<file path="src/startup_pkg.sv">
// constants, types and start-up write list for the converter start-up host
package startup_pkg;

    // ------------------------------------------------------------------
    // timing
    // ------------------------------------------------------------------
    localparam int CLK_PERIOD_PS = 40000;
    localparam int CS_GAP_NS = 100;
    localparam int CS_GAP_CYC = (CS_GAP_NS * 1000 + CLK_PERIOD_PS - 1) / CLK_PERIOD_PS;
    localparam int POLL_GAP_US = 100;
    localparam int POLL_GAP_CYC = (POLL_GAP_US * 1000000) / CLK_PERIOD_PS;
    localparam int SCLK_HALF_CYC = 4;
    localparam int POLL_LIMIT = 16;
    localparam int FRAME_BITS = 24;

    // ------------------------------------------------------------------
    // device registers
    // ------------------------------------------------------------------
    localparam logic [14:0] REG_RESET_AND_PORT_CONFIG = 15'h0000;
    localparam logic [14:0] REG_BLOCK_POWER_ENABLE = 15'h0011;
    localparam logic [14:0] REG_CLOCK_POWER_CONTROL = 15'h0080;
    localparam logic [14:0] REG_FRAME_REF_RECEIVER_CONTROL = 15'h0081;
    localparam logic [14:0] REG_PLL_ENABLE_CONTROL = 15'h0083;
    localparam logic [14:0] REG_PLL_LOCK_STATUS = 15'h0084;
    localparam logic [14:0] REG_PLL_FEEDBACK_DIVIDER = 15'h0085;
    localparam logic [14:0] REG_OSC_OUTPUT_DIVIDER = 15'h008b;
    localparam logic [14:0] REG_PLL_REFERENCE_DIVIDER = 15'h008c;
    localparam logic [14:0] REG_SAMPLE_FORMAT_SELECT = 15'h0110;
    localparam logic [14:0] REG_INTERPOLATION_SELECT = 15'h0112;
    localparam int LOCK_BIT = 0;

    // ------------------------------------------------------------------
    // types
    // ------------------------------------------------------------------
    typedef struct packed {
        logic rd;
        logic [14:0] addr;
        logic [7:0] data;
    } spi_req_t;

    typedef struct packed {
        logic [14:0] addr;
        logic [7:0] data;
    } seq_entry_t;

    typedef enum logic [6:0] {
        ST_IDLE = 7'b000_0001,
        ST_ISSUE = 7'b000_0010,
        ST_XFER = 7'b000_0100,
        ST_GAP = 7'b000_1000,
        ST_POLL_WAIT = 7'b001_0000,
        ST_DONE = 7'b010_0000,
        ST_FAIL = 7'b100_0000
    } seq_state_t;

    // ------------------------------------------------------------------
    // write list: clock step up to PLL enable, then datapath step
    // ------------------------------------------------------------------
    // stops before the link steps; the quick link setup is not deterministic
    localparam int SEQ_LEN = 32;
    localparam int LOCK_AFTER = 29;
    localparam logic [4:0] LOCK_AFTER_IDX = 5'h1d;
    localparam logic [4:0] LAST_IDX = 5'h1f;
    localparam seq_entry_t SEQ [SEQ_LEN] = '{
        '{REG_RESET_AND_PORT_CONFIG, 8'hbd},
        '{REG_RESET_AND_PORT_CONFIG, 8'h3c},
        '{REG_BLOCK_POWER_ENABLE, 8'h00},
        '{REG_CLOCK_POWER_CONTROL, 8'h00},
        '{REG_FRAME_REF_RECEIVER_CONTROL, 8'h00},
        '{15'h012d, 8'h8b}, '{15'h0146, 8'h01}, '{15'h02a4, 8'hff},
        '{15'h0232, 8'hff}, '{15'h0333, 8'h01},
        '{15'h0087, 8'h62}, '{15'h0088, 8'hc9}, '{15'h0089, 8'h0e},
        '{15'h008a, 8'h12}, '{15'h008d, 8'h7b}, '{15'h01b0, 8'h00},
        '{15'h01b9, 8'h24}, '{15'h01bc, 8'h0d}, '{15'h01be, 8'h02},
        '{15'h01bf, 8'h8e}, '{15'h01c0, 8'h2a}, '{15'h01c1, 8'h2a},
        '{15'h01c4, 8'h7e},
        '{REG_OSC_OUTPUT_DIVIDER, 8'h02},
        '{REG_PLL_REFERENCE_DIVIDER, 8'h03},
        '{REG_PLL_FEEDBACK_DIVIDER, 8'h10},
        '{15'h01b5, 8'h09}, '{15'h01bb, 8'h13}, '{15'h01c5, 8'h06},
        '{REG_PLL_ENABLE_CONTROL, 8'h10},
        '{REG_INTERPOLATION_SELECT, 8'h01},
        '{REG_SAMPLE_FORMAT_SELECT, 8'h00}
    };

endpackage

</file>
<file path="src/dac_startup_sequencer.sv">
// host sequencer that brings the converter up through its serial register port
`timescale 1ns/1ps
`default_nettype none

module dac_startup_sequencer (
    // clock and reset
    input wire logic CLK,
    input wire logic RESETN,
    // user command and status
    input wire logic START,
    input wire logic ABORT,
    output logic BUSY,
    output logic DONE,
    output logic FAIL,
    output logic [1:0] FAIL_CODE,
    output logic [2:0] STEP,
    output logic [4:0] ENTRY,
    output logic [4:0] LOCK_TRIES,
    output logic [7:0] LOCK_READ,
    // serial register port of the device
    output logic SPI_CS_N,
    output logic SPI_SCLK,
    output logic SPI_SDIO,
    input wire logic SPI_SDO
);
    // ------------------------------------------------------------------
    // serial frame engine
    // ------------------------------------------------------------------
    logic tick;
    logic req_valid;
    startup_pkg::spi_req_t req;
    logic req_ready;
    logic frame_done;
    logic [7:0] frame_rdata;
    logic frame_active;

    tick_divider #(
        .DIV(startup_pkg::SCLK_HALF_CYC)
    ) u_tick (
        .clk(CLK),
        .resetn(RESETN),
        .run(frame_active),
        .tick(tick)
    );

    spi_frame u_frame (
        .clk(CLK),
        .resetn(RESETN),
        .tick(tick),
        .req_valid(req_valid),
        .req(req),
        .req_ready(req_ready),
        .done(frame_done),
        .rdata(frame_rdata),
        .active(frame_active),
        .cs_n(SPI_CS_N),
        .sclk(SPI_SCLK),
        .mosi(SPI_SDIO),
        .miso_pin(SPI_SDO)
    );

    // ------------------------------------------------------------------
    // sequencer state
    // ------------------------------------------------------------------
    startup_pkg::seq_state_t state;
    startup_pkg::seq_state_t next_state;
    logic [4:0] idx;
    logic [4:0] next_idx;
    logic polling;
    logic next_polling;
    logic [4:0] tries;
    logic [4:0] next_tries;
    logic [11:0] wait_cnt;
    logic [11:0] next_wait_cnt;
    logic abort_seen;
    logic next_abort_seen;
    logic [1:0] fail_code;
    logic [1:0] next_fail_code;
    logic [7:0] lock_read;
    logic [7:0] next_lock_read;
    logic lock_ok;

    assign lock_ok = frame_rdata[startup_pkg::LOCK_BIT];

    // request presented only while issuing; the frame engine takes it when idle
    always_comb begin
        req.rd = polling;
        req.addr = polling ? startup_pkg::REG_PLL_LOCK_STATUS : startup_pkg::SEQ[idx].addr;
        req.data = polling ? 8'h00 : startup_pkg::SEQ[idx].data;
        req_valid = (state == startup_pkg::ST_ISSUE);
    end

    always_comb begin
        next_state = state;
        next_idx = idx;
        next_polling = polling;
        next_tries = tries;
        next_wait_cnt = wait_cnt;
        next_abort_seen = abort_seen;
        next_fail_code = fail_code;
        next_lock_read = lock_read;
        // abort is held until the running frame ends, never cut mid-frame
        if (ABORT && state != startup_pkg::ST_IDLE) begin
            next_abort_seen = 1'b1;
        end
        unique case (state)
            startup_pkg::ST_IDLE,
            startup_pkg::ST_DONE,
            startup_pkg::ST_FAIL: begin
                if (START) begin
                    // list opens with soft reset then port setup
                    next_state = startup_pkg::ST_ISSUE;
                    next_idx = 5'h00;
                    next_polling = 1'b0;
                    next_tries = 5'h00;
                    next_abort_seen = 1'b0;
                    next_fail_code = 2'b00;
                    next_lock_read = 8'h00;
                end
            end
            startup_pkg::ST_ISSUE: begin
                if (req_ready) begin
                    next_state = startup_pkg::ST_XFER;
                end
            end
            startup_pkg::ST_XFER: begin
                // wait for the whole frame before anything else moves
                if (frame_done) begin
                    next_state = startup_pkg::ST_GAP;
                    next_wait_cnt = 12'h000;
                    if (polling) begin
                        next_lock_read = frame_rdata;
                        next_tries = tries + 5'h01;
                        if (lock_ok) begin
                            // datapath only after lock is confirmed
                            next_polling = 1'b0;
                            next_idx = idx + 5'h01;
                        end else if (tries == 5'(startup_pkg::POLL_LIMIT - 1)) begin
                            next_state = startup_pkg::ST_FAIL;
                            next_fail_code = 2'b01;
                        end else begin
                            next_state = startup_pkg::ST_POLL_WAIT;
                        end
                    end else if (idx == startup_pkg::LOCK_AFTER_IDX) begin
                        next_polling = 1'b1;
                    end else if (idx == startup_pkg::LAST_IDX) begin
                        next_state = startup_pkg::ST_DONE;
                    end else begin
                        next_idx = idx + 5'h01;
                    end
                end
            end
            startup_pkg::ST_POLL_WAIT: begin
                next_wait_cnt = wait_cnt + 12'h001;
                if (wait_cnt == 12'(startup_pkg::POLL_GAP_CYC - 1)) begin
                    next_state = startup_pkg::ST_GAP;
                    next_wait_cnt = 12'h000;
                end
            end
            startup_pkg::ST_GAP: begin
                // chip select stays high a minimum time between frames
                next_wait_cnt = wait_cnt + 12'h001;
                if (wait_cnt == 12'(startup_pkg::CS_GAP_CYC - 1)) begin
                    next_state = startup_pkg::ST_ISSUE;
                    next_wait_cnt = 12'h000;
                end
            end
            default: begin
                next_state = startup_pkg::ST_IDLE;
            end
        endcase
        if (next_abort_seen && (next_state == startup_pkg::ST_GAP ||
                next_state == startup_pkg::ST_POLL_WAIT)) begin
            next_state = startup_pkg::ST_FAIL;
            next_fail_code = 2'b10;
        end
    end

    always_ff @(posedge CLK) begin
        if (!RESETN) begin
            state <= startup_pkg::ST_IDLE;
            idx <= 5'h00;
            polling <= 1'b0;
            tries <= 5'h00;
            wait_cnt <= 12'h000;
            abort_seen <= 1'b0;
            fail_code <= 2'b00;
            lock_read <= 8'h00;
        end else begin
            state <= next_state;
            idx <= next_idx;
            polling <= next_polling;
            tries <= next_tries;
            wait_cnt <= next_wait_cnt;
            abort_seen <= next_abort_seen;
            fail_code <= next_fail_code;
            lock_read <= next_lock_read;
        end
    end

    // ------------------------------------------------------------------
    // status outputs
    // ------------------------------------------------------------------
    logic busy;
    logic done;
    logic fail;
    logic [2:0] step;
    logic next_busy;
    logic next_done;
    logic next_fail;
    logic [2:0] next_step;

    // step 1 covers port, power, fixed writes and PLL; step 2 the datapath
    always_comb begin
        next_busy = !(next_state == startup_pkg::ST_IDLE ||
            next_state == startup_pkg::ST_DONE ||
            next_state == startup_pkg::ST_FAIL);
        next_done = (next_state == startup_pkg::ST_DONE);
        next_fail = (next_state == startup_pkg::ST_FAIL);
        next_step = 3'h0;
        if (next_busy || next_done) begin
            next_step = (next_idx > startup_pkg::LOCK_AFTER_IDX) ? 3'h2 : 3'h1;
        end
    end

    always_ff @(posedge CLK) begin
        if (!RESETN) begin
            busy <= 1'b0;
            done <= 1'b0;
            fail <= 1'b0;
            step <= 3'h0;
        end else begin
            busy <= next_busy;
            done <= next_done;
            fail <= next_fail;
            step <= next_step;
        end
    end

    assign BUSY = busy;
    assign DONE = done;
    assign FAIL = fail;
    assign FAIL_CODE = fail_code;
    assign STEP = step;
    assign ENTRY = idx;
    assign LOCK_TRIES = tries;
    assign LOCK_READ = lock_read;
endmodule

`default_nettype wire

</file>
<file path="src/spi_frame.sv">
// one 24-bit four-wire serial frame: r/w, 15-bit address, 8 data bits
`timescale 1ns/1ps
`default_nettype none

module spi_frame (
    input wire logic clk,
    input wire logic resetn,
    input wire logic tick,
    input wire logic req_valid,
    input wire startup_pkg::spi_req_t req,
    output logic req_ready,
    output logic done,
    output logic [7:0] rdata,
    output logic active,
    output logic cs_n,
    output logic sclk,
    output logic mosi,
    input wire logic miso_pin
);
    logic miso_meta;
    logic miso_s;
    logic [23:0] shift;
    logic [7:0] rx;
    logic [4:0] bits;
    logic next_cs_n, next_sclk, next_mosi, next_done;
    logic [23:0] next_shift;
    logic [7:0] next_rx;
    logic [7:0] next_rdata;
    logic [4:0] next_bits;

    // two flops before anything looks at the pin
    always_ff @(posedge clk) begin
        if (!resetn) begin
            miso_meta <= 1'b0;
            miso_s <= 1'b0;
        end else begin
            miso_meta <= miso_pin;
            miso_s <= miso_meta;
        end
    end

    assign req_ready = cs_n;
    assign active = !cs_n;

    // mode 0: device samples on rising edge; we sample late in the high phase
    always_comb begin
        next_cs_n = cs_n;
        next_sclk = sclk;
        next_mosi = mosi;
        next_shift = shift;
        next_rx = rx;
        next_rdata = rdata;
        next_bits = bits;
        next_done = 1'b0;
        if (cs_n) begin
            if (req_valid) begin
                next_cs_n = 1'b0;
                next_shift = {req.rd, req.addr, req.data};
                next_mosi = req.rd;
                next_bits = 5'h00;
            end
        end else if (tick) begin
            if (!sclk) begin
                next_sclk = 1'b1;
            end else begin
                next_sclk = 1'b0;
                next_rx = {rx[6:0], miso_s};
                next_shift = {shift[22:0], 1'b0};
                next_mosi = shift[22];
                next_bits = bits + 5'h01;
                if (bits == 5'(startup_pkg::FRAME_BITS - 1)) begin
                    next_cs_n = 1'b1;
                    next_mosi = 1'b0;
                    next_done = 1'b1;
                    next_rdata = {rx[6:0], miso_s};
                end
            end
        end
    end

    always_ff @(posedge clk) begin
        if (!resetn) begin
            cs_n <= 1'b1;
            sclk <= 1'b0;
            mosi <= 1'b0;
            shift <= 24'h00_0000;
            rx <= 8'h00;
            rdata <= 8'h00;
            bits <= 5'h00;
            done <= 1'b0;
        end else begin
            cs_n <= next_cs_n;
            sclk <= next_sclk;
            mosi <= next_mosi;
            shift <= next_shift;
            rx <= next_rx;
            rdata <= next_rdata;
            bits <= next_bits;
            done <= next_done;
        end
    end
endmodule

`default_nettype wire

</file>
<file path="src/tick_divider.sv">
// half-period enable pulse generator for the serial clock
`timescale 1ns/1ps
`default_nettype none

module tick_divider #(
    parameter int DIV = 4
) (
    input wire logic clk,
    input wire logic resetn,
    input wire logic run,
    output logic tick
);
    logic [7:0] count;
    logic [7:0] next_count;

    // restarts when idle so the first half period is always full
    always_comb begin
        next_count = count + 8'h01;
        if (!run || count == 8'(DIV - 1)) begin
            next_count = 8'h00;
        end
    end

    always_ff @(posedge clk) begin
        if (!resetn) begin
            count <= 8'h00;
        end else begin
            count <= next_count;
        end
    end

    assign tick = run && (count == 8'(DIV - 1));
endmodule

`default_nettype wire
</file>
<file path="config.mk">
export PLATFORM = sky130hd
export DESIGN_NAME = dac_startup_sequencer
export DESIGN_NICKNAME = d
export VERILOG_FILES = /design/src/startup_pkg.sv /design/src/dac_startup_sequencer.sv /design/src/spi_frame.sv /design/src/tick_divider.sv
export SDC_FILE = /design/constraint.sdc
export NUM_CORES = 1
export LEC_CHECK = 0
export BUFFER_PORTS_ARGS = -buffer_cell sky130_fd_sc_hd__buf_2
export CAP_MARGIN = 40
export CELL_PAD_IN_SITES_DETAIL_PLACEMENT = 0
export CELL_PAD_IN_SITES_GLOBAL_PLACEMENT = 1
export CORE_ASPECT_RATIO = 2
export CORE_MARGIN = 2
export CORE_UTILIZATION = 47
export CTS_BUF_LIST = sky130_fd_sc_hd__clkbuf_16
export DETAILED_ROUTE_END_ITERATION = 8
export HOLD_SLACK_MARGIN = 0.12
export PLACE_DENSITY_LB_ADDON = 0.1
export RECOVER_POWER = 100
export SLEW_MARGIN = 20
export SYNTH_ARGS = -nofsm -noshare
export SYNTH_HDL_FRONTEND = slang
export SYNTH_HIERARCHICAL = 1
export SYNTH_SLANG_ARGS = --single-unit
</file>
<file path="constraint.sdc">
create_clock -name CLK -period 3.1 [get_ports CLK]
set_input_delay 0.31 -clock CLK [delete_from_list [all_inputs] [get_ports CLK]]
set_output_delay 0.31 -clock CLK [all_outputs]
set_load 0.01 [all_outputs]
</file>
# Yosys cells after proc, flatten, opt, wreduce, memory -nomap -nowiden
# Memory sizes are Yosys's and may differ from the RTL's.
# Cells that the tools add are included.
word_totals:
  mem_bits_ro: 736
  memories: 1
  word_cells: 166
  ff_bits: 104
  output_inout_bits: 29
  inputBits: 5
classes:
  muxes: 71
  order_cmp: 2
  n_addsub: 5
  n_reduce_logical: 29
  eq_ne: 31
  bitwise: 3
memory_table:
  columns: ["name", "depth", "word_bits", "read_ports", "rd_ports_with_merged_regs", "write_ports", "line", "source"]
  rows:
  - ["(no name shown)", 32, 23, 1, 0, 0, "dac_startup_sequencer.sv:89", "req.data = polling ? 8'h00 : startup_pkg::SEQ[idx].data;"]
ops:
  columns: ["cell", "n"]
  rows:
  - ["$mux W23", 6]
  - ["$mux W5", 13]
  - ["$mux W7", 9]
  - ["$mux W12", 3]
  - ["$pmux W12 S3", 1]
  - ["$pmux W7 S5", 1]
  - ["$mux W8", 4]
  - ["$pmux W5 S2", 2]
  - ["$mux W1", 19]
  - ["$pmux W8 S2", 1]
  - ["$add A5 B1 Y5 const B", 3]
  - ["$eq A5 B5 Y1 const B", 3]
  - ["$mux W15", 1]
  - ["$eq A7 B1 Y1 const B", 2]
  - ["$eq A7 B4 Y1 const B", 2]
  - ["$eq A7 B5 Y1 const B", 2]
  - ["$eq A7 B6 Y1 const B", 2]
  - ["$eq A7 B7 Y1 const B", 2]
  - ["$mux W2", 7]
  - ["$add A12 B1 Y12 const B", 1]
  - ["$eq A12 B12 Y1 const B", 1]
  - ["$eq A12 B2 Y1 const B", 1]
  - ["$mux W6", 2]
  - ["$ne A3 B3 Y1 const B", 4]
  - ["26 further kinds", 49]

# Longest topological paths before layout
# Gate-level depths: netlist of the first run.
depth:
  ltp_word: 16
  ltp_mapped: 12
  ltp_nobuf: 11

# Hierarchy
# The synthesis of the first run kept the hierarchy.
by_module_without_submodules:
  columns: ["module", "seq_area_each_um2", "area_per_inst_um2", "instances", "cells_per_inst"]
  rows:
  - ["dac_startup_sequencer", 920.9, 3397.0, 1, 446]
  - ["spi_frame", 980.9, 2220.9, 1, 225]
  - ["tick_divider", 160.2, 345.3, 1, 39]

# Least setup slack after synthesis of the first run
# Ideal clock, no wire load.
synth_path:
  kind: "register to register"
  start: "reg idx[2] (netlist: ENTRY[2])"
  end: "reg step[0] (netlist: STEP[0])"
  path_buffers: 2
  arrival_time_ns: 2.458
  path_stages_with_launch: 12
  required_ns: 2.969
  path_slack_ns: 0.511
  synth_period_minus_slack_ns: 2.589
  setup_time_ns: 0.131
  path_cell_list: "dfxtp_1 -> clkbuf_1 -> inv_1 -> clkbuf_1 -> nor3_1 -> ha_1 -> inv_1 -> a21boi_0 -> mux2i_1 -> o2bb2ai_1 -> nand3_1 -> a2bb2oi_1"
synth_via:
  elab_chain_cells: 16
  word_cells_on_any_way: 30
  classes_between: "1 x add/sub; 1 x order compare; 7 x eq/ne; 14 x mux; 7 x reduce/logical"
synth_lines:
  columns: ["element", "line", "source"]
  rows:
  - ["start, declared", "dac_startup_sequencer.sv:67", "logic [4:0] idx;"]
  - ["start signal, assigned", "dac_startup_sequencer.sv:191", "idx <= next_idx;"]
  - ["$eq A5 B5 Y1", "dac_startup_sequencer.sv:146", "end else if (idx == startup_pkg::LAST_IDX) begin"]
  - ["$mux W6", "dac_startup_sequencer.sv:146", null]
  - ["$mux W6", "dac_startup_sequencer.sv:144", "end else if (idx == startup_pkg::LOCK_AFTER_IDX) begin"]
  - ["$mux W7", "dac_startup_sequencer.sv:131", "if (polling) begin"]
  - ["$mux W7", "dac_startup_sequencer.sv:128", "if (frame_done) begin"]
  - ["$pmux W7 S5", "dac_startup_sequencer.sv:106", "unique case (state)"]
  - ["$eq A7 B4 Y1 / $eq A7 B5 Y1 (equally long branches)", "dac_startup_sequencer.sv:172, dac_startup_sequencer.sv:173", null]
  - ["$logic_or A1 B1 Y1", "dac_startup_sequencer.sv:172", "if (next_abort_seen && (next_state == startup_pkg::ST_GAP ||"]
  - ["$logic_and A1 B1 Y1", "dac_startup_sequencer.sv:172", null]
  - ["$mux W7", "dac_startup_sequencer.sv:172", null]
  - ["$eq A7 B1 Y1 / $eq A7 B6 Y1 (equally long branches)", "dac_startup_sequencer.sv:215, dac_startup_sequencer.sv:216, dac_startup_sequencer.sv:218", null]
  - ["$logic_or A1 B1 Y1", "dac_startup_sequencer.sv:215", "next_busy = !(next_state == startup_pkg::ST_IDLE ||"]
  - ["$logic_or A1 B1 Y1", "dac_startup_sequencer.sv:216", "next_state == startup_pkg::ST_DONE ||"]
  - ["$logic_not A1 Y1", "dac_startup_sequencer.sv:215", null]
  - ["$logic_or A1 B1 Y1", "dac_startup_sequencer.sv:221", "if (next_busy || next_done) begin"]
  - ["$reduce_and A2 Y1 (no line)", null, null]
  - ["end signal, assigned", "dac_startup_sequencer.sv:236", "step <= next_step;"]
  - ["end, declared", "dac_startup_sequencer.sv:207", "logic [2:0] step;"]
# Parallel ways exist; a longest one is shown, timed or not.
# A chain may end at the register's enable or synchronous reset.

==> flow_metrics.env, run 1 <==
export IMPL_status="complete, but fails checks"
export IMPL_violations="max-capacitance violations, max-slew violations"
export IMPL_peakVddDrop_mv=0.3477
export IMPL_ff2ff_setup_slack_ns=0.31
export IMPL_total_power_mw=3.174
export IMPL_syn2layout_area_growth_pct=6.819
export IMPL_dp_worst_setup_slack_ns=0.6208
export IMPL_ys_types=81
export IMPL_cts_buffers=9
export IMPL_cts_hold_buf=0
export IMPL_cp_num_buf_inv=1
export IMPL_io_buffers=32
export IMPL_synth_edff_count=0
export IMPL_synth_avg_cell_area_um2=8.399
export IMPL_fin_crit_sh_pct=90.06
export IMPL_synth_cells=710
export IMPL_antenna_found_initial=0
export IMPL_hold_viol_final=0
export IMPL_drt_pre_antenna_iters=4
export IMPL_synth_seq_cells=103
export IMPL_rsz0062_at_grt="no"
export IMPL_synthTopCellsByCount="dfxtp_1, nand2_1, nor2_1, o21ai_0, a21oi_1"
export IMPL_cp_arrival_ns=3.03
export IMPL_holdPathStages=2
export IMPL_internal_power_mw=2.189
export IMPL_dp_hpwl_mm=11.01
export IMPL_wl_per_cell_um=17.17
export IMPL_seqCellArea_um2=2062
export IMPL_p_switching_mw=0.9850
export IMPL_crit_slowest_cell="clkbuf_1"
export IMPL_timing_max_cap_violations=1
export IMPL_path_max_fanout=21
export IMPL_crit_chain="clkbuf_1 > nand2_1 > a21boi_0 > mux4_2 > or2_2 > mux2i_1 > o21ai_1 > o211a_1"
export IMPL_final_max_slew_viol_count=48
export IMPL_yosysMostFrequentCell="dfxtp_1"
export IMPL_grt_first_pass_wirelength_mm=24.90
export IMPL_root_buffer="clkbuf_16"
export IMPL_slowest_delay_ns=0.66
export IMPL_yosysTopAreaCell="dfxtp_1"
export IMPL_hp_start="SPI_SDO"
export IMPL_tightest_slew_ns=1.868
export IMPL_power_density_nw_per_um2=498.3
export IMPL_hold_slack_ns=0.1719
export IMPL_worstSetupPathType="register to register"
export IMPL_synth_async_reset_ratio_pct=0
export IMPL_h_tree_depth=3
export IMPL_fin_crit_ns=2.792
export IMPL_finalNonFillerCells=880
export IMPL_antenna_cells=0
export IMPL_p_leak_nw=2.775
export IMPL_fill_cells=1267
export IMPL_avgViaCountPerCell=5.874
export IMPL_fin_nets=751
export IMPL_finalClockSkew_ns=0.009499
export IMPL_end_kind="register"
export IMPL_cts_resized=0
export IMPL_holdPathEnd="u_frame/miso_meta"
export IMPL_synth_area_top_cells="dfxtp_1, mux2i_1, ha_1, nand2_1, o211a_1"
export IMPL_cts_reportedPaths_clkPinSlew_ns=0.07
export IMPL_dp_cells=864
export IMPL_synth_top_cell_area_share_pct=34.58
export IMPL_rr_endpoint="u_frame/shift[10]"
export IMPL_seq_area_frac_synth_pct=34.58
export IMPL_grt_max_degree=48
export IMPL_p_seq_share_pct=46.6
export IMPL_gr_total_overflow=0
export IMPL_synth_warnings=6
export IMPL_drtAntennaViolNets=0
export IMPL_worst_slack_ns=0.3081
export IMPL_synth_ff_type="dfxtp_1"
export IMPL_die_width_um=83.65
export IMPL_clock_path_buffers=2
export IMPL_slew_limit_headroom_pct=-24.55
export IMPL_cp_start_kind="register"
export IMPL_core_um2=12480
export IMPL_grt_pass1_vias=5066
export IMPL_worstSkewPairLatency_ns=0.36
export IMPL_power_frac_comb_pct=17.9
export IMPL_drt_initial_drc_count=183
export IMPL_multi_input_area_um2=3472
export IMPL_num_rows=58
export IMPL_cp_top_family="buffers and inverters"
export IMPL_worst_r2r_path_depth=8
export IMPL_r2r_start="ENTRY[2]"
export IMPL_switching_share_pct=31.03
export IMPL_clkSinkCount=103
export IMPL_synth_area_um2=5963
export IMPL_wl_mm=15.11
export IMPL_start_util_pct=47.77
export IMPL_hold_class="primary input to register"
export IMPL_pwr_share_clk_pct=35.5
export IMPL_post_cts_setup_buffer_count=0
export IMPL_grt_usage_pct=22.39
export IMPL_gp_congestion=0.8673
export IMPL_dieArea_um2=13660
export IMPL_cts_tree="done"
export IMPL_drc=0
export IMPL_worstPathRequired_ns=3.34
export IMPL_drive_gt1_share_pct=8.082
export IMPL_finalSetupViolCount=0
export IMPL_setup_tns_ns=0
export IMPL_vias=5169
export IMPL_die_h_um=163.3
export IMPL_fmax_ghz=0.3582
export IMPL_pin_count=34
power groups by stage:
stage	logic, mW	clock network, mW	registers (mW)
3_3_place_gp	0.613	0	1.51
4_1_cts	0.622	1.16	1.48
3_5_place_dp	0.620	0	1.51
6_report	0.568	1.13	1.48
2_1_floorplan	0.519	0	1.48
5_1_grt	0.632	1.20	1.49
layer usage:
layer / wire [µm] / global-route usage [%] / vias up
li1: - / - / 2583
met5: 0 / 0 / -
met4: 507 / 9.531 / 0
met3: 377 / 2.830 / 32
met1: 6025 / 23.74 / 2460
met2: 8196 / 43.42 / 94
cells by family (layout without fill, tap and decap cells):
family                     count (synthesis)  in the layout  synth area share, %
AOI/OAI and AO/OA                        214            214                25.26
DFF                                      103            103                34.58
other                                      1              6              0.06289
muxes                                     32             32                5.623
xor gates and xnor gates                  17             17                2.497
buffers and inverters                     79             94                6.630
and+or+nand+nor                          243            243                20.94
adders and majority gates                 21             21                4.406
registers in the layout (all words and copies together) (netlist names), 2 cells and up:
signal,cells
ENTRY,5
FAIL_CODE,2
LOCK_READ,8
LOCK_TRIES,5
STEP,2
state,7
u_frame/bits,5
u_frame/rdata,8
u_frame/rx,7
u_frame/shift,23
u_tick/count,8
wait_cnt,12
final cells by class:
type	instances	area share, %
clock buffer	9	3.536
clock inverter	7	1.080
inverter	26	1.532
multi-input combinational	533	54.51
sequential	103	32.37
tap	150	2.946
timing repair buffer	52	4.027
stage by stage:
step,utilization (%),cell area [µm²]
4_1_cts,51.88,6476
6_report,51.03,6370
5_1_grt,51.03,6370
2_1_floorplan,-,5982
3_5_place_dp,49.53,6182
3_3_place_gp,49.53,6182
worst reg2reg max path, delay by kind of cell, from the launching register on:
family | cells | cell delay [ns]
AND/OR/NAND/NOR | 2 | 0.62
flip-flops | 1 | 0.38
AO/OA/AOI/OAI | 3 | 0.43
multiplexers | 2 | 0.60
buffers and inverters | 1 | 0.66
placed cells by master, fill, tap and decap left out, types with 21 or more instances in the layout:
| cell type | instances |
|---|---|
| dfxtp_1 | 103 |
| o21ai_0 | 44 |
| o211a_1 | 23 |
| a21boi_0 | 23 |
| nand3_1 | 37 |
| inv_1 | 25 |
| mux2i_1 | 29 |
| ha_1 | 21 |
| a21oi_1 | 40 |
| nand2_1 | 63 |
| nor2_1 | 56 |
| o21ai_1 | 22 |
| clkbuf_1 | 29 |
how the worst max path moves through the flow:
stage / start / to / slack (ns) / cells past startpoint
2_1_floorplan: ENTRY[2] / STEP[0] / 0.51 / 11
3_3_place_gp: state[5] / u_frame/bits[3] / 0.67 / 7
3_5_place_dp: ENTRY[0] / STEP[0] / 0.62 / 10
4_1_cts: ENTRY[0] / STEP[0] / 0.61 / 10
5_1_grt: ENTRY[2] / u_frame/shift[10] / 0.18 / 8
6_report: ENTRY[2] / u_frame/shift[10] / 0.31 / 8
Note: power is estimated with default switching activity, not from simulation.
==> inputs of run 2 (changes only) <==
--- a/config.mk
+++ b/config.mk
@@ -7,15 +7,13 @@
 export LEC_CHECK = 0
 export BUFFER_PORTS_ARGS = -buffer_cell sky130_fd_sc_hd__buf_2
 export CAP_MARGIN = 40
-export CELL_PAD_IN_SITES_DETAIL_PLACEMENT = 0
-export CELL_PAD_IN_SITES_GLOBAL_PLACEMENT = 1
 export CORE_ASPECT_RATIO = 2
 export CORE_MARGIN = 2
-export CORE_UTILIZATION = 47
+export CORE_UTILIZATION = 55
 export CTS_BUF_LIST = sky130_fd_sc_hd__clkbuf_16
 export DETAILED_ROUTE_END_ITERATION = 8
 export HOLD_SLACK_MARGIN = 0.12
-export PLACE_DENSITY_LB_ADDON = 0.1
+export PLACE_DENSITY = 0.73
 export RECOVER_POWER = 100
 export SLEW_MARGIN = 20
 export SYNTH_ARGS = -nofsm -noshare
==> run 2 against run 1 <==
  * The run still ends with max-capacitance violations, max-slew violations left
  * Maximum frequency up 1.8%
  * First-iteration DRC count increased by 19%
  * Wire length fell by 2.1%
  * Critical path type unchanged
  * Die area decreased by 14%
  * Worst hold slack got worse by 0.020 ns
  * Cell area down 0.51%
  * Via count is 1.1% higher
  * Combinational power rose by 3.7%
  * Clock skew up 0.0024 ns
  * Critical path depth is 1 lower
  * Core utilization rose by 9.1 points
==> flow_metrics.env, run 2 (synthesis gave the netlist of run 1 again) <==
export IMPL_io_buffers=32
export IMPL_switching_share_pct=31.66
export IMPL_grt_usage_pct=25.61
export IMPL_status="complete, but fails checks"
export IMPL_finalSetupViolCount=0
export IMPL_grt_max_degree=48
export IMPL_antenna_cells=0
export IMPL_pin_count=34
export IMPL_reg_top3="u_frame/shift (23), wait_cnt (12)"
export IMPL_slew_limit_headroom_pct=-22.42
export IMPL_fmax_ghz=0.3645
export IMPL_vias=5226
export IMPL_grt_first_pass_wirelength_mm=24.09
export IMPL_peakVddDrop_mv=0.3678
export IMPL_internal_power_mw=2.198
export IMPL_gp_congestion=0.9557
export IMPL_drt_initial_drc_count=218
export IMPL_cts_resized=0
export IMPL_cp_arrival_ns=3.03
export IMPL_wl_per_cell_um=17.10
export IMPL_final_cell_mix="dfxtp_1, nand2_1, o21ai_0"
export IMPL_power_density_nw_per_um2=507.4
export IMPL_clock_path_buffers=2
export IMPL_worstSetupPathType="register to register"
export IMPL_hold_class="primary input to register"
export IMPL_dieArea_um2=11740
export IMPL_fin_crit_ns=2.743
export IMPL_finalClockSkew_ns=0.01187
export IMPL_pwr_share_clk_pct=35.9
export IMPL_final_common_cell="dfxtp_1"
export IMPL_dp_cells=849
export IMPL_clkSinkCount=103
export IMPL_post_cts_setup_buffer_count=0
export IMPL_hold_slack_ns=0.1516
export IMPL_grt_pass1_vias=5067
export IMPL_dp_worst_setup_slack_ns=0.4977
export IMPL_timing_max_cap_violations=1
export IMPL_syn2layout_area_growth_pct=6.274
export IMPL_drtAntennaViolNets=0
export IMPL_num_rows=53
export IMPL_fin_nets=749
export IMPL_worst_slack_ns=0.3566
export IMPL_drt_pre_antenna_iters=4
export IMPL_cts_reportedPaths_clkPinSlew_ns=0.08
export IMPL_drc=0
export IMPL_dp_hpwl_mm=10.71
export IMPL_path_max_fanout=10
export IMPL_wl_mm=14.79
export IMPL_h_tree_depth=3
export IMPL_antenna_found_initial=0
export IMPL_cts_buffers=9
export IMPL_hold_viol_final=0
export IMPL_die_h_um=151.3
export IMPL_worstSkewPairLatency_ns=0.37
export IMPL_power_frac_comb_pct=18.3
export IMPL_final_max_slew_viol_count=43
export IMPL_p_leak_nw=2.758
export IMPL_cp_start_kind="register"
export IMPL_drive_gt1_share_pct=7.555
export IMPL_die_width_um=77.63
export IMPL_cts_tree="done"
export IMPL_violations="max-capacitance violations, max-slew violations"
export IMPL_cts_hold_buf=0
export IMPL_gr_total_overflow=0
export IMPL_root_buffer="clkbuf_16"
export IMPL_avgViaCountPerCell=6.042
export IMPL_finalNonFillerCells=865
export IMPL_worstPathRequired_ns=3.38
export IMPL_p_seq_share_pct=45.8
export IMPL_rsz0062_at_grt="no"
export IMPL_setup_tns_ns=0
export IMPL_end_kind="register"
export IMPL_core_um2=10540
export IMPL_fin_crit_sh_pct=88.50
export IMPL_p_switching_mw=1.018
export IMPL_start_util_pct=56.56
export IMPL_largest_reg_flops=23
export IMPL_tightest_slew_ns=1.836
export IMPL_regMostFlops="u_frame/shift"
## run 2: power by group through the flow
stage / Sequential, mW / Clock, mW / Combinational, mW
final: 1.47 / 1.16 / 0.589
after global routing: 1.48 / 1.22 / 0.648
after CTS: 1.47 / 1.17 / 0.642
after detailed placement: 1.50 / 0 / 0.639
after global placement: 1.50 / 0 / 0.623
after floorplan: 1.48 / 0 / 0.519
## run 2: through the flow
step           utilization, %  cell area (µm²)  power, mW
6_report                60.10             6337      3.216
3_3_place_gp            58.34             6151      2.121
4_1_cts                 61.20             6452      3.281
3_5_place_dp            58.34             6151      2.142
5_1_grt                 60.10             6337      3.347
2_1_floorplan               -             5982      1.994
## run 2: final timing paths
kind	start	to	slack, ns	cells after the start
min reg2reg	u_frame/miso_meta	u_frame/miso_s	0.44	1
max	state[5]	STEP[1]	0.36	7
max reg2reg	state[5]	STEP[1]	0.36	7
min	SPI_SDO	u_frame/miso_meta	0.15	2
## run 2: routing by layer
layer  vias up  GRT usage (%)  part of all wire, %
li1       2573              -                    -
met1      2505          26.55                   38
met2       103          48.71                   55
met3        45          4.052                  2.5
met4         0          12.86                  4.2
met5         -              0                    0
## run 2: critical path: stages, from the launching register on
cell	delay, ns
dfxtp_1	0.37
clkbuf_1	0.24
nor4_1	0.62
nand3_1	0.24
o2bb2ai_1	0.39
a2bb2oi_2	0.29
o2111ai_1	0.24
a211oi_2	0.28
## run 2: cell type report
class,instances,area (µm²)
Tap cell,137,171.4
Sequential cell,103,2062
Clock inverter,7,76.32
Multi-Input combinational cell,533,3465
Inverter,26,97.59
Fill cell,989,4207
Clock buffer,9,225.2
Timing Repair Buffer,50,240.2
